==> src/smsp_consts.vh <==
// Purpose: Constants for the byte-wide serial master/slave port.
// Assumes: Byte addresses on a 32-bit Avalon-MM slave, one register per word.
// Notes: Definitions only.
`ifndef SMSP_CONSTS_VH
`define SMSP_CONSTS_VH

`define SMSP_OFS_CTRL 4'h0
`define SMSP_OFS_STAT 4'h4
`define SMSP_OFS_DATA 4'h8
`define SMSP_OFS_AUX 4'hC

`define SMSP_CTRL_RESET 8'h00
`define SMSP_STAT_RESET 8'h00
`define SMSP_AUX_RESET 8'h00
`define SMSP_DATA_RESET 8'h00

`define SMSP_CTRL_IRQ_EN 7
`define SMSP_CTRL_ENABLE 6
`define SMSP_CTRL_LSB_FIRST 5
`define SMSP_CTRL_MASTER 4
`define SMSP_CTRL_CLOCK_POLARITY 3
`define SMSP_CTRL_CLOCK_PHASE 2
`define SMSP_CTRL_RATE_HI 1
`define SMSP_CTRL_RATE_LO 0

`define SMSP_STAT_DONE 7
`define SMSP_STAT_COLL 6
`define SMSP_STAT_DOUBLE 0

`define SMSP_AUX_GIE 0
`define SMSP_AUX_SS_OUT_EN 1
`define SMSP_AUX_SS_LEVEL 2
`define SMSP_AUX_MISO_OE 3
`define SMSP_AUX_MOSI_OE 4
`define SMSP_AUX_SCK_OE 5
`define SMSP_AUX_VEC_ACK 7
`define SMSP_AUX_RW_MASK 8'h3F

`define SMSP_HALF_DIV4 7'h02
`define SMSP_HALF_DIV16 7'h08
`define SMSP_HALF_DIV64 7'h20
`define SMSP_HALF_DIV128 7'h40
`define SMSP_HALF_DIV2 7'h01
`define SMSP_HALF_DIV8 7'h04
`define SMSP_HALF_DIV32 7'h10

`define SMSP_EDGES_PER_BYTE 5'h10
`define SMSP_LAST_BIT 4'h7

`endif

==> src/smsp_port.v <==
// Purpose: Byte-wide serial port, master or slave, behind an Avalon-MM slave.
// Assumes: One 20 MHz clock; all pin inputs synchronous to it.
// Notes: Each access is answered one cycle after it is presented.
//
// Behaviour
// - Slave deselect clears bit count and receive shifter, drops partial byte.
// - Selected slave drives data out if enabled.
// - Master select pin output is plain output.
// - Master select input low forces slave role unless select output enabled.
// - Forced slave sets done flag, may interrupt.
// - Interrupt when done, enable, global enable.
// - No serial operation unless port enabled.
// - Bit order control picks lsb first.
// - Role bit selects master or slave.
// - Polarity bit sets idle clock level.
// - Phase bit picks sample or setup edge.
// - Master clock divided 4..128, doubled option.
// - Rate bits ignored in slave role.
// - Done flag sets, clears by vector or sequence.
// - Collision flag on write during transfer.
// - Status bits five to one read zero.
// - Double speed bit doubles master clock.
// - Data write starts send, read gives buffer.
// - Shift and sample on opposite edges.
// - Master shifts exactly eight bits then stops.
// - Single transmit buffer, double receive buffer.
// - Slave samples external clock with own clock.
`timescale 1ns/1ps
`include "smsp_consts.vh"

module smsp_port (
  input wire i_core_clk,
  input wire i_nrst,
  input wire [3:0] i_avs_address,
  input wire i_avs_read,
  input wire i_avs_write,
  input wire [31:0] i_avs_writedata,
  input wire [3:0] i_avs_byteenable,
  output reg [31:0] o_avs_readdata,
  output reg o_avs_waitrequest,
  input wire i_sck,
  output reg o_sck,
  output reg o_sck_oe,
  input wire i_mosi,
  output reg o_mosi,
  output reg o_mosi_oe,
  input wire i_miso,
  output reg o_miso,
  output reg o_miso_oe,
  input wire i_ss_n,
  output reg o_ss_n,
  output reg o_ss_n_oe,
  output reg o_irq
);

  reg [7:0] serial_port_control;
  reg xfer_done_flag;
  reg write_collision_flag;
  reg double_speed;
  reg [7:0] aux_config;
  reg [7:0] rx_buffer;
  reg [7:0] shifter;
  reg [7:0] next_shifter;
  reg [7:0] rx_shift;
  reg [7:0] next_rx_shift;
  reg [3:0] bit_cnt;
  reg [4:0] edge_cnt;
  reg [6:0] div_cnt;
  reg [6:0] half_lim;
  reg busy;
  reg arm_done;
  reg arm_coll;
  reg sck_s1;
  reg sck_s2;
  reg sck_s3;
  reg ss_s1;
  reg ss_s2;
  reg mosi_s1;
  reg mosi_s2;
  reg [7:0] next_rbyte;

  wire xfer_irq_enable = serial_port_control[`SMSP_CTRL_IRQ_EN];
  wire port_enable = serial_port_control[`SMSP_CTRL_ENABLE];
  wire bit_order_lsb_first = serial_port_control[`SMSP_CTRL_LSB_FIRST];
  wire master_role_select = serial_port_control[`SMSP_CTRL_MASTER];
  wire clock_polarity = serial_port_control[`SMSP_CTRL_CLOCK_POLARITY];
  wire clock_phase = serial_port_control[`SMSP_CTRL_CLOCK_PHASE];
  wire rate_select_hi = serial_port_control[`SMSP_CTRL_RATE_HI];
  wire rate_select_lo = serial_port_control[`SMSP_CTRL_RATE_LO];
  wire global_irq_enable = aux_config[`SMSP_AUX_GIE];
  wire ss_out_en = aux_config[`SMSP_AUX_SS_OUT_EN];

  wire req = i_avs_read | i_avs_write;
  wire acc = req & ~o_avs_waitrequest;
  wire wr_acc = acc & i_avs_write & i_avs_byteenable[0];
  wire rd_acc = acc & i_avs_read;
  wire wr_ctrl = wr_acc & (i_avs_address == `SMSP_OFS_CTRL);
  wire wr_stat = wr_acc & (i_avs_address == `SMSP_OFS_STAT);
  wire wr_data = wr_acc & (i_avs_address == `SMSP_OFS_DATA);
  wire wr_aux = wr_acc & (i_avs_address == `SMSP_OFS_AUX);
  wire rd_stat = rd_acc & (i_avs_address == `SMSP_OFS_STAT);
  wire data_acc = acc & (i_avs_address == `SMSP_OFS_DATA);
  wire vec_ack = wr_aux & i_avs_writedata[`SMSP_AUX_VEC_ACK];
  wire [7:0] wbyte = i_avs_writedata[7:0];

  wire is_master = port_enable & master_role_select;
  wire is_slave = port_enable & ~master_role_select;
  wire slave_sel = is_slave & ~ss_s2;
  wire mode_fault = is_master & ~ss_out_en & ~ss_s2;
  wire collide = is_master ? busy : (slave_sel & (bit_cnt != 4'h0));

  wire s_rise = sck_s2 & ~sck_s3;
  wire s_fall = ~sck_s2 & sck_s3;
  wire s_lead = clock_polarity ? s_fall : s_rise;
  wire s_trail = clock_polarity ? s_rise : s_fall;

  wire m_tick = busy & (div_cnt == half_lim - 7'h01);
  wire [4:0] m_edge = edge_cnt + 5'h01;
  wire m_lead = m_tick & m_edge[0];
  wire m_trail = m_tick & ~m_edge[0];
  wire m_last = m_tick & (m_edge == `SMSP_EDGES_PER_BYTE);

  wire lead_ev = is_master ? m_lead : (slave_sel & s_lead);
  wire trail_ev = is_master ? m_trail : (slave_sel & s_trail);
  wire sample_ev = clock_phase ? trail_ev : lead_ev;
  wire setup_raw = clock_phase ? lead_ev : trail_ev;
  wire setup_ev = setup_raw & ~(clock_phase & (bit_cnt == 4'h0));
  wire in_bit = is_master ? i_miso : mosi_s2;
  wire slave_last = is_slave & sample_ev & (bit_cnt == `SMSP_LAST_BIT);

  always @* begin
    case ({double_speed, rate_select_hi, rate_select_lo})
      3'b000: begin
        half_lim = `SMSP_HALF_DIV4;
      end
      3'b001: begin
        half_lim = `SMSP_HALF_DIV16;
      end
      3'b010: begin
        half_lim = `SMSP_HALF_DIV64;
      end
      3'b011: begin
        half_lim = `SMSP_HALF_DIV128;
      end
      3'b100: begin
        half_lim = `SMSP_HALF_DIV2;
      end
      3'b101: begin
        half_lim = `SMSP_HALF_DIV8;
      end
      3'b110: begin
        half_lim = `SMSP_HALF_DIV32;
      end
      default: begin
        half_lim = `SMSP_HALF_DIV64;
      end
    endcase
  end

  // Read data selection; unmapped offsets read as zero.
  always @* begin
    case (i_avs_address)
      `SMSP_OFS_CTRL: begin
        next_rbyte = serial_port_control;
      end
      `SMSP_OFS_STAT: begin
        next_rbyte = {xfer_done_flag, write_collision_flag, 5'h00, double_speed};
      end
      `SMSP_OFS_DATA: begin
        next_rbyte = rx_buffer;
      end
      `SMSP_OFS_AUX: begin
        next_rbyte = aux_config;
      end
      default: begin
        next_rbyte = 8'h00;
      end
    endcase
  end

  always @* begin
    next_rx_shift = rx_shift;
    if (sample_ev) begin
      if (bit_order_lsb_first) begin
        next_rx_shift = {in_bit, rx_shift[7:1]};
      end else begin
        next_rx_shift = {rx_shift[6:0], in_bit};
      end
    end
    next_shifter = shifter;
    if (wr_data & ~collide) begin
      next_shifter = wbyte;
    end else if (setup_ev) begin
      if (bit_order_lsb_first) begin
        next_shifter = {1'b0, shifter[7:1]};
      end else begin
        next_shifter = {shifter[6:0], 1'b0};
      end
    end
  end

  // Avalon-MM slave: each request is answered one cycle after it appears.
  always @(posedge i_core_clk or negedge i_nrst) begin
    if (!i_nrst) begin
      o_avs_waitrequest <= 1'b1;
      o_avs_readdata <= 32'h00000000;
    end else begin
      if (req & o_avs_waitrequest) begin
        o_avs_waitrequest <= 1'b0;
        o_avs_readdata <= {24'h000000, next_rbyte};
      end else begin
        o_avs_waitrequest <= 1'b1;
      end
    end
  end

  // Two-stage synchronisers for the slave-side pins.
  always @(posedge i_core_clk or negedge i_nrst) begin
    if (!i_nrst) begin
      sck_s1 <= 1'b0;
      sck_s2 <= 1'b0;
      sck_s3 <= 1'b0;
      ss_s1 <= 1'b1;
      ss_s2 <= 1'b1;
      mosi_s1 <= 1'b0;
      mosi_s2 <= 1'b0;
    end else begin
      sck_s1 <= i_sck;
      sck_s2 <= sck_s1;
      sck_s3 <= sck_s2;
      ss_s1 <= i_ss_n;
      ss_s2 <= ss_s1;
      mosi_s1 <= i_mosi;
      mosi_s2 <= mosi_s1;
    end
  end

  // Control, status and configuration registers.
  always @(posedge i_core_clk or negedge i_nrst) begin
    if (!i_nrst) begin
      serial_port_control <= `SMSP_CTRL_RESET;
      double_speed <= 1'b0;
      aux_config <= `SMSP_AUX_RESET;
    end else begin
      if (wr_ctrl) begin
        serial_port_control <= wbyte;
      end else if (mode_fault) begin
        serial_port_control[`SMSP_CTRL_MASTER] <= 1'b0;
      end
      if (wr_stat) begin
        double_speed <= wbyte[`SMSP_STAT_DOUBLE];
      end
      if (wr_aux) begin
        aux_config <= wbyte & `SMSP_AUX_RW_MASK;
      end
    end
  end

  // Status flags; a hardware set always wins over a clear.
  // The clear sequence is armed by the status value that the read returned.
  // A collision flag set after the read is never cleared unseen; a done flag is, if the collision flag was armed.
  always @(posedge i_core_clk or negedge i_nrst) begin
    if (!i_nrst) begin
      xfer_done_flag <= 1'b0;
      write_collision_flag <= 1'b0;
      arm_done <= 1'b0;
      arm_coll <= 1'b0;
    end else begin
      if (rd_stat) begin
        arm_done <= o_avs_readdata[`SMSP_STAT_DONE];
        arm_coll <= o_avs_readdata[`SMSP_STAT_COLL];
      end else if (data_acc) begin
        arm_done <= 1'b0;
        arm_coll <= 1'b0;
      end
      if (m_last | slave_last | mode_fault) begin
        xfer_done_flag <= 1'b1;
      end else if ((data_acc & (arm_done | arm_coll)) | vec_ack) begin
        xfer_done_flag <= 1'b0;
      end
      if (wr_data & collide) begin
        write_collision_flag <= 1'b1;
      end else if (data_acc & arm_coll) begin
        write_collision_flag <= 1'b0;
      end
    end
  end

  // Serial engine shared by both roles.
  always @(posedge i_core_clk or negedge i_nrst) begin
    if (!i_nrst) begin
      busy <= 1'b0;
      div_cnt <= 7'h00;
      edge_cnt <= 5'h00;
      bit_cnt <= 4'h0;
      shifter <= `SMSP_DATA_RESET;
      rx_shift <= `SMSP_DATA_RESET;
      rx_buffer <= `SMSP_DATA_RESET;
      o_sck <= 1'b0;
    end else begin
      shifter <= next_shifter;
      rx_shift <= next_rx_shift;
      if (sample_ev) begin
        bit_cnt <= bit_cnt + 4'h1;
      end
      if (!port_enable || mode_fault) begin
        busy <= 1'b0;
        bit_cnt <= 4'h0;
        o_sck <= clock_polarity;
      end else if (is_master) begin
        if (wr_data & ~collide) begin
          busy <= 1'b1;
          div_cnt <= 7'h00;
          edge_cnt <= 5'h00;
          bit_cnt <= 4'h0;
        end else if (busy) begin
          if (m_tick) begin
            div_cnt <= 7'h00;
            edge_cnt <= m_edge;
            o_sck <= ~o_sck;
          end else begin
            div_cnt <= div_cnt + 7'h01;
          end
          if (m_last) begin
            busy <= 1'b0;
            bit_cnt <= 4'h0;
            rx_buffer <= next_rx_shift;
          end
        end else begin
          o_sck <= clock_polarity;
        end
      end else begin
        busy <= 1'b0;
        o_sck <= clock_polarity;
        if (ss_s2) begin
          bit_cnt <= 4'h0;
          rx_shift <= 8'h00;
        end else if (slave_last) begin
          bit_cnt <= 4'h0;
          rx_buffer <= next_rx_shift;
        end
      end
    end
  end

  // Pin drivers and interrupt, all registered.
  always @(posedge i_core_clk or negedge i_nrst) begin
    if (!i_nrst) begin
      o_mosi <= 1'b0;
      o_mosi_oe <= 1'b0;
      o_miso <= 1'b0;
      o_miso_oe <= 1'b0;
      o_sck_oe <= 1'b0;
      o_ss_n <= 1'b1;
      o_ss_n_oe <= 1'b0;
      o_irq <= 1'b0;
    end else begin
      o_mosi <= bit_order_lsb_first ? next_shifter[0] : next_shifter[7];
      o_miso <= bit_order_lsb_first ? next_shifter[0] : next_shifter[7];
      o_mosi_oe <= is_master & ~mode_fault & aux_config[`SMSP_AUX_MOSI_OE];
      o_sck_oe <= is_master & ~mode_fault & aux_config[`SMSP_AUX_SCK_OE];
      o_miso_oe <= slave_sel & aux_config[`SMSP_AUX_MISO_OE];
      o_ss_n_oe <= master_role_select & ss_out_en;
      o_ss_n <= aux_config[`SMSP_AUX_SS_LEVEL];
      o_irq <= xfer_done_flag & xfer_irq_enable & global_irq_enable;
    end
  end

endmodule

==> config.mk <==
export PLATFORM = sky130hd
export DESIGN_NAME = smsp_port
export DESIGN_NICKNAME = d
export VERILOG_FILES = /design/src/smsp_port.v
export VERILOG_INCLUDE_DIRS = /design/src
export SDC_FILE = /design/constraint.sdc
export NUM_CORES = 1
export LEC_CHECK = 0
export BUFFER_PORTS_ARGS = -buffer_cell sky130_fd_sc_hd__buf_2
export CORE_MARGIN = 4
export CORE_UTILIZATION = 34
export CTS_CLUSTER_DIAMETER = 30
export DETAILED_ROUTE_END_ITERATION = 10
export SETUP_SLACK_MARGIN = 0.4
export SLEW_MARGIN = 20
export SYNTH_ARGS = -nofsm -noshare
export SYNTH_HDL_FRONTEND = slang
export SYNTH_SLANG_ARGS = --single-unit
==> constraint.sdc <==
create_clock -name i_core_clk -period 2.85 [get_ports i_core_clk]
set_input_delay 0.1425 -clock i_core_clk [delete_from_list [all_inputs] [get_ports i_core_clk]]
set_output_delay 0.1425 -clock i_core_clk [all_outputs]
set_load 0.1 [all_outputs]
== Word level (Yosys, flattened, before mapping) ==
Index checks and enable logic that the tools add are counted.

* Register bits: 84
* Bits of input ports: 48
* Output and inout bits: 42
* Word-level logic and storage cells: 189

* Add/sub/neg operators: 4
* Equality and inequality tests: 17
* Mux-type cells: 59
* Bitwise gates (word level): 58
* Reductions and logical operators: 18

{| class="wikitable"
|+ Operator list
! kind !! count
|-
| $mux 8 || 14
|-
| $pmux 7 s6 || 1
|-
| $and 1x1->1 || 41
|-
| $mux 4 || 8
|-
| $pmux 8 s4 || 1
|-
| $mux 1 || 29
|-
| $mux 7 || 3
|-
| $reduce_bool 2->1 || 8
|-
| $mux 5 || 3
|-
| $not 1->1 || 12
|-
| $eq 3x3->1 const B || 3
|-
| $eq 4x3->1 const B || 2
|-
| $eq 4x4->1 const B || 2
|-
| $logic_not 4->1 || 2
|-
| $add 7x1->7 const B || 1
|-
| $eq 7x7->1 || 1
|-
| $sub 7x1->7 const B || 1
|-
| $reduce_and 6->1 || 1
|-
| $add 5x1->5 const B || 1
|-
| $eq 5x5->1 const B || 1
|-
| $or 1x1->1 || 5
|-
| $add 4x1->4 const B || 1
|-
| $ne 2x1->1 const B || 2
|-
| $ne 2x2->1 const B || 2
|-
| other kinds (11) || 11
|}

== Longest topological paths before layout ==
* Depth after elaboration: 14
* Mapped depth: 13
* Mapped depth without buffers: 9

== Least setup slack after synthesis ==
OpenSTA, ideal clock, no wires.

* Path type: flip-flop to flip-flop
* From: reg serial_port_control[1]
* To: reg rx_buffer[7]
* Setup time: 79 ps
* Arrival: 2797 ps
* Data required time: 2771 ps
* Slack: -26 ps
* Stages on the path, launching flop included: 13
* Buffers on the path: 3
* Clock period less this slack: 2876 ps
* Cell sequence: dfrtp_1 > buf_2 > or3_1 > ha_1 > buf_2 > nor3_1 > a21oi_1 > a31o_2 > a2111oi_4 > a21o_1 > buf_4 > mux2_2 > mux2i_1

* Longest elaborated chain between the ends: 13
* Elaborated cells on any way between the ends: 28
* Classes of those cells: add/sub (1); eq/ne (7); mux (11); bitwise (6); reduce/logical (3)

{| class="wikitable"
|+ RTL lines
! item !! line !! RTL
|-
| start: declaration || smsp_port.v:56 || <nowiki>reg [7:0] serial_port_control;</nowiki>
|-
| start signal: assignment || smsp_port.v:241 || <nowiki>serial_port_control <= `SMSP_CTRL_RESET;</nowiki>
|-
| start signal: assignment || smsp_port.v:246 || <nowiki>serial_port_control <= wbyte;</nowiki>
|-
| $eq 3x3->1 (tied with other cells) || smsp_port.v:132 || <nowiki>case ({double_speed, rate_select_hi, rate_select_lo})</nowiki>
|-
| $pmux 7 s6 (*) || smsp_port.v:132 ||
|-
| $sub 7x1->7 (*) || smsp_port.v:117 || <nowiki>wire m_tick = busy & (div_cnt == half_lim - 7'h01);</nowiki>
|-
| $eq 7x7->1 (*) || smsp_port.v:117 ||
|-
| $and 1x1->1 (*) || smsp_port.v:117 ||
|-
| $and 1x1->1, on equally long branches || smsp_port.v:119, smsp_port.v:120 ||
|-
| $mux 1, on equally long branches || smsp_port.v:123, smsp_port.v:124 ||
|-
| $mux 1 || smsp_port.v:125 || <nowiki>wire sample_ev = clock_phase ? trail_ev : lead_ev;</nowiki>
|-
| $mux 8 || smsp_port.v:183 || <nowiki>if (sample_ev) begin</nowiki>
|-
| $mux 8 || smsp_port.v:324 || <nowiki>if (m_last) begin</nowiki>
|-
| $mux 8 || smsp_port.v:316 || <nowiki>end else if (busy) begin</nowiki>
|-
| $mux 8 || smsp_port.v:311 || <nowiki>if (wr_data & ~collide) begin</nowiki>
|-
| $mux 8 || smsp_port.v:310 || <nowiki>end else if (is_master) begin</nowiki>
|-
| end signal: assignment || smsp_port.v:298 || <nowiki>rx_buffer <= `SMSP_DATA_RESET;</nowiki>
|-
| end signal: assignment || smsp_port.v:327 || <nowiki>rx_buffer <= next_rx_shift;</nowiki>
|-
| end signal: assignment || smsp_port.v:340 || <nowiki>rx_buffer <= next_rx_shift;</nowiki>
|-
| end: declaration || smsp_port.v:61 || <nowiki>reg [7:0] rx_buffer;</nowiki>
|}

Mark *: on every way between the ends. The rest lies on a longest branch, timed or not. The select of a mux whose other input is x is not followed.
A chain may end at the register's enable or synchronous reset.

== Final worst setup path ==
* From: reg serial_port_control[0]
* To: reg rx_buffer[7]

Same word-level chain as after synthesis.

==> results.ini <==
[outcome]
outcome = finished clean

[critical_path]
cp.arrival_ns = 3.09
cp.required_ns = 3.11
crit_path_start_kind = flop
path_max_fanout = 8
rrSetupSlack_ns = 0.03
timing.rr.end = rx_buffer[7]
setup.worst_path.end_class = flop
worstReg2RegStart = serial_port_control[0]
rr_worst_depth = 11
path_class = flop to flop

[placed_design]
gp_congestion = 0.770
hpwl_mm = 7.66
place_area_um2 = 5070
numPortBuffers = 38
pre_cts_ws_ns = -0.0692
placed_cells = 653

[floorplan]
coreArea_um2 = 13200
initial_core_util_pct = 34.7
die_y_um = 124
chipWidth_um = 124
dieArea_um2 = 15400
pin_count = 90
row_count = 42

[clock_tree]
cts_buffers = 9
clock_latency_ns = 0.34
cts_tree = built
clockBufferDepth = 2
clkTransAtPathRegs_ns = 0.06
htreeDepth = 3
cts_root_buf = clkbuf_16
cts.sinks = 84

[logic_synthesis]
dominantRegCellSynth = dfrtp_1
synth_edf_count = 0
async_flop_share_pct = 100
synth_compound_area_share_pct = 12.5
synth_area_leader_cell = dfrtp_1
avgSynthCellArea_um2 = 10.4
ys_types = 60
synth_area_leaders = dfrtp_1, mux2i_1, mux2_2, buf_4, o21ai_0
yosys_warnings = 0
synth_top_cell_area_share_pct = 43.5
yosysSeqAreaShare_pct = 45.8
synth_area_um2 = 4600
synth_xor_area_share_pct = 1.71
ys_ff_latch = 84
synth_top_family_by_area = multiplexers
yosys-mux-area-fraction_pct = 15.3
synthSimpleGateAreaFrac_pct = 15.2
synthAdderAreaFrac_pct = 1.63
synthCells = 440

[finish]
final_layout_size_suffix_gt1_share_pct = 34.3
final_cells = 681
final_core_util_pct = 43.1
synthToLayoutAreaGrowth_pct = 24.1
fin_area_um2 = 5700
fin_nets = 554
diodes = 0

[grt]
antenna_found_initial = 0
grt_remaining_overflow = 0
grt_pass1_wl_mm = 17.8
grt_pass1_vias = 3418
grt_usage_pct = 14.2
grt_max_degree = 85

[power_and_ir_drop]
vdd_drop_max_uv = 313
total_leakage_power_nw = 2.46
finalPower_mw = 3.44
power.density_nw_per_um2 = 603

[sta]
setup_viol = 0
hold_viol = 0
max_slew_margin_pct = 47.0
whs_ns = 0.0506
rsz0062_at_grt = yes
worstMarginPinSlew_ns = 0.794
fin_skew_ns = 0.00807
setup_ws_ns = 0.0293
finalCritPeriodShare_pct = 99.0
slew_violations = 0
period_needed_ns = 2.82
setup_tns_ns = 0
fmax_ghz = 0.355

[worst_hold_path]
worstHoldStart = i_avs_writedata[6]
holdPathStages = 3
hold_path_class = input port to flop
hold_end = shifter[6]

[drt]
avgRoutedWirePerCell_um = 16.1
firstDrtPassIters = 4
antenna_left = 0
drt-total-wl_mm = 11.0
drtIter0Drc = 281
vias_per_cell = 5.00
vias = 3408
drt_drc_violations_left = 0

[job]
max-cap-violations = 0

==> where the power goes <==
group	internal (mW)	switching (mW)
combinational	0.292	0.558
clock	0.675	0.487
sequential	1.31	0.122
==> routing by layer <==
metal  vias to the layer above  part of all wire (%)  global-route usage, %
li1                       1643                     -                      -
met5                         -                     0                      0
met1                      1679                    46                   19.7
met4                         0                   1.5                   4.06
met3                        13                   5.1                   3.69
met2                        73                    47                   22.1
==> cells by family (layout without fill, tap and decap cells) <==
| group | after synthesis | in the layout |
|---|---|---|
| buffers and inverters | 60 | 102 |
| AO/OA/AOI/OAI | 84 | 84 |
| multiplexers | 65 | 65 |
| XOR/XNOR | 9 | 9 |
| flip-flops | 84 | 84 |
| adder cells (fa/ha/maj) | 6 | 6 |
| AND/OR/NAND/NOR | 131 | 131 |
| other | 1 | 24 |
==> critical path: stages (launching register included) <==
cell	delay [ns]
dfrtp_1	0.41
or3b_4	0.43
ha_4	0.21
nor2b_1	0.14
a21oi_1	0.09
a31o_2	0.22
a2111oi_4	0.30
buf_6	0.18
a21o_1	0.16
buf_12	0.16
mux2_4	0.32
mux2i_1	0.13
==> what timing repair did <==
item / in CTS / in global routing
hold buffers: 3 / 1
buffers inserted: 6 / 2
setup endpoints to repair: 44 / 44
gates resized for setup: 21 / 30
endpoints found under the hold margin: 3 / 80
pin swaps: 4 / 15
==> final cells by class <==
cell class / instances / area (um2)
Sequential cell: 84 / 2110
Clock inverter: 5 / 52.6
Tap cell: 176 / 220
Clock buffer: 11 / 233
Fill cell: 1271 / 7540
Multi-Input combinational cell: 319 / 2510
Inverter: 14 / 52.6
Timing Repair Buffer: 72 / 528
==> worst max-delay path by stage <==
stage / slack [ns] / from / cells past startpoint / end
after CTS: 0.01 / serial_port_control[1] / 11 / rx_buffer[7]
after detailed placement: -0.07 / serial_port_control[1] / 10 / shifter[3]
after floorplan: 0.02 / serial_port_control[0] / 11 / o_miso
final: 0.03 / serial_port_control[0] / 11 / rx_buffer[7]
after global routing: -0.05 / serial_port_control[0] / 12 / rx_buffer[0]
after global placement: -0.001 / serial_port_control[1] / 10 / shifter[3]
==> sequential cells by signal (all words and copies together), names as in the netlist, 4 cells and up <==
name / count
o_avs_readdata: 8
rx_buffer: 8
rx_shift: 8
edge_cnt: 5
serial_port_control: 8
aux_config: 6
div_cnt: 7
shifter: 8
bit_cnt: 4
==> Yosys cell counts (2+ instances only) <==
master and number:
dfrtp_1 80, o21ai_0 37, mux2i_1 34, nand2_1 33, mux2_2 30, buf_4 26
nor2_1 23, inv_1 14, nand3_1 12, a21oi_1 9, a22o_1 9, clkbuf_1 9
nand2b_1 7, nor3_1 7, and2_1 6, ha_1 6, nor2b_1 6, buf_2 5
nand3b_1 5, nand4_1 5, or3_1 5, xnor2_1 5, and3_1 4, dfstp_2 4
nor3b_1 4, xor2_1 4, a21o_1 3, buf_1 3, buf_6 3, nor3_2 3
or2_2 3, a211oi_1 2, a22oi_1 2, a31oi_1 2, a41oi_1 2, o21a_1 2
o31ai_1 2, o41ai_1 2
==> placed cells by master, fill, tap and decap left out, types with 6 or more instances in the layout <==
master,count
inv_1,14
buf_2,37
nand2b_1,7
nand2_1,29
conb_1,24
nor2b_1,6
clkbuf_16,9
and2_1,6
nor2_1,19
a22o_1,9
mux2i_1,29
buf_6,10
o21ai_0,14
dfrtp_1,80
nand3_1,8
buf_4,18
mux2_2,29
o21ai_1,21
(Power assumes the default switching activity.)
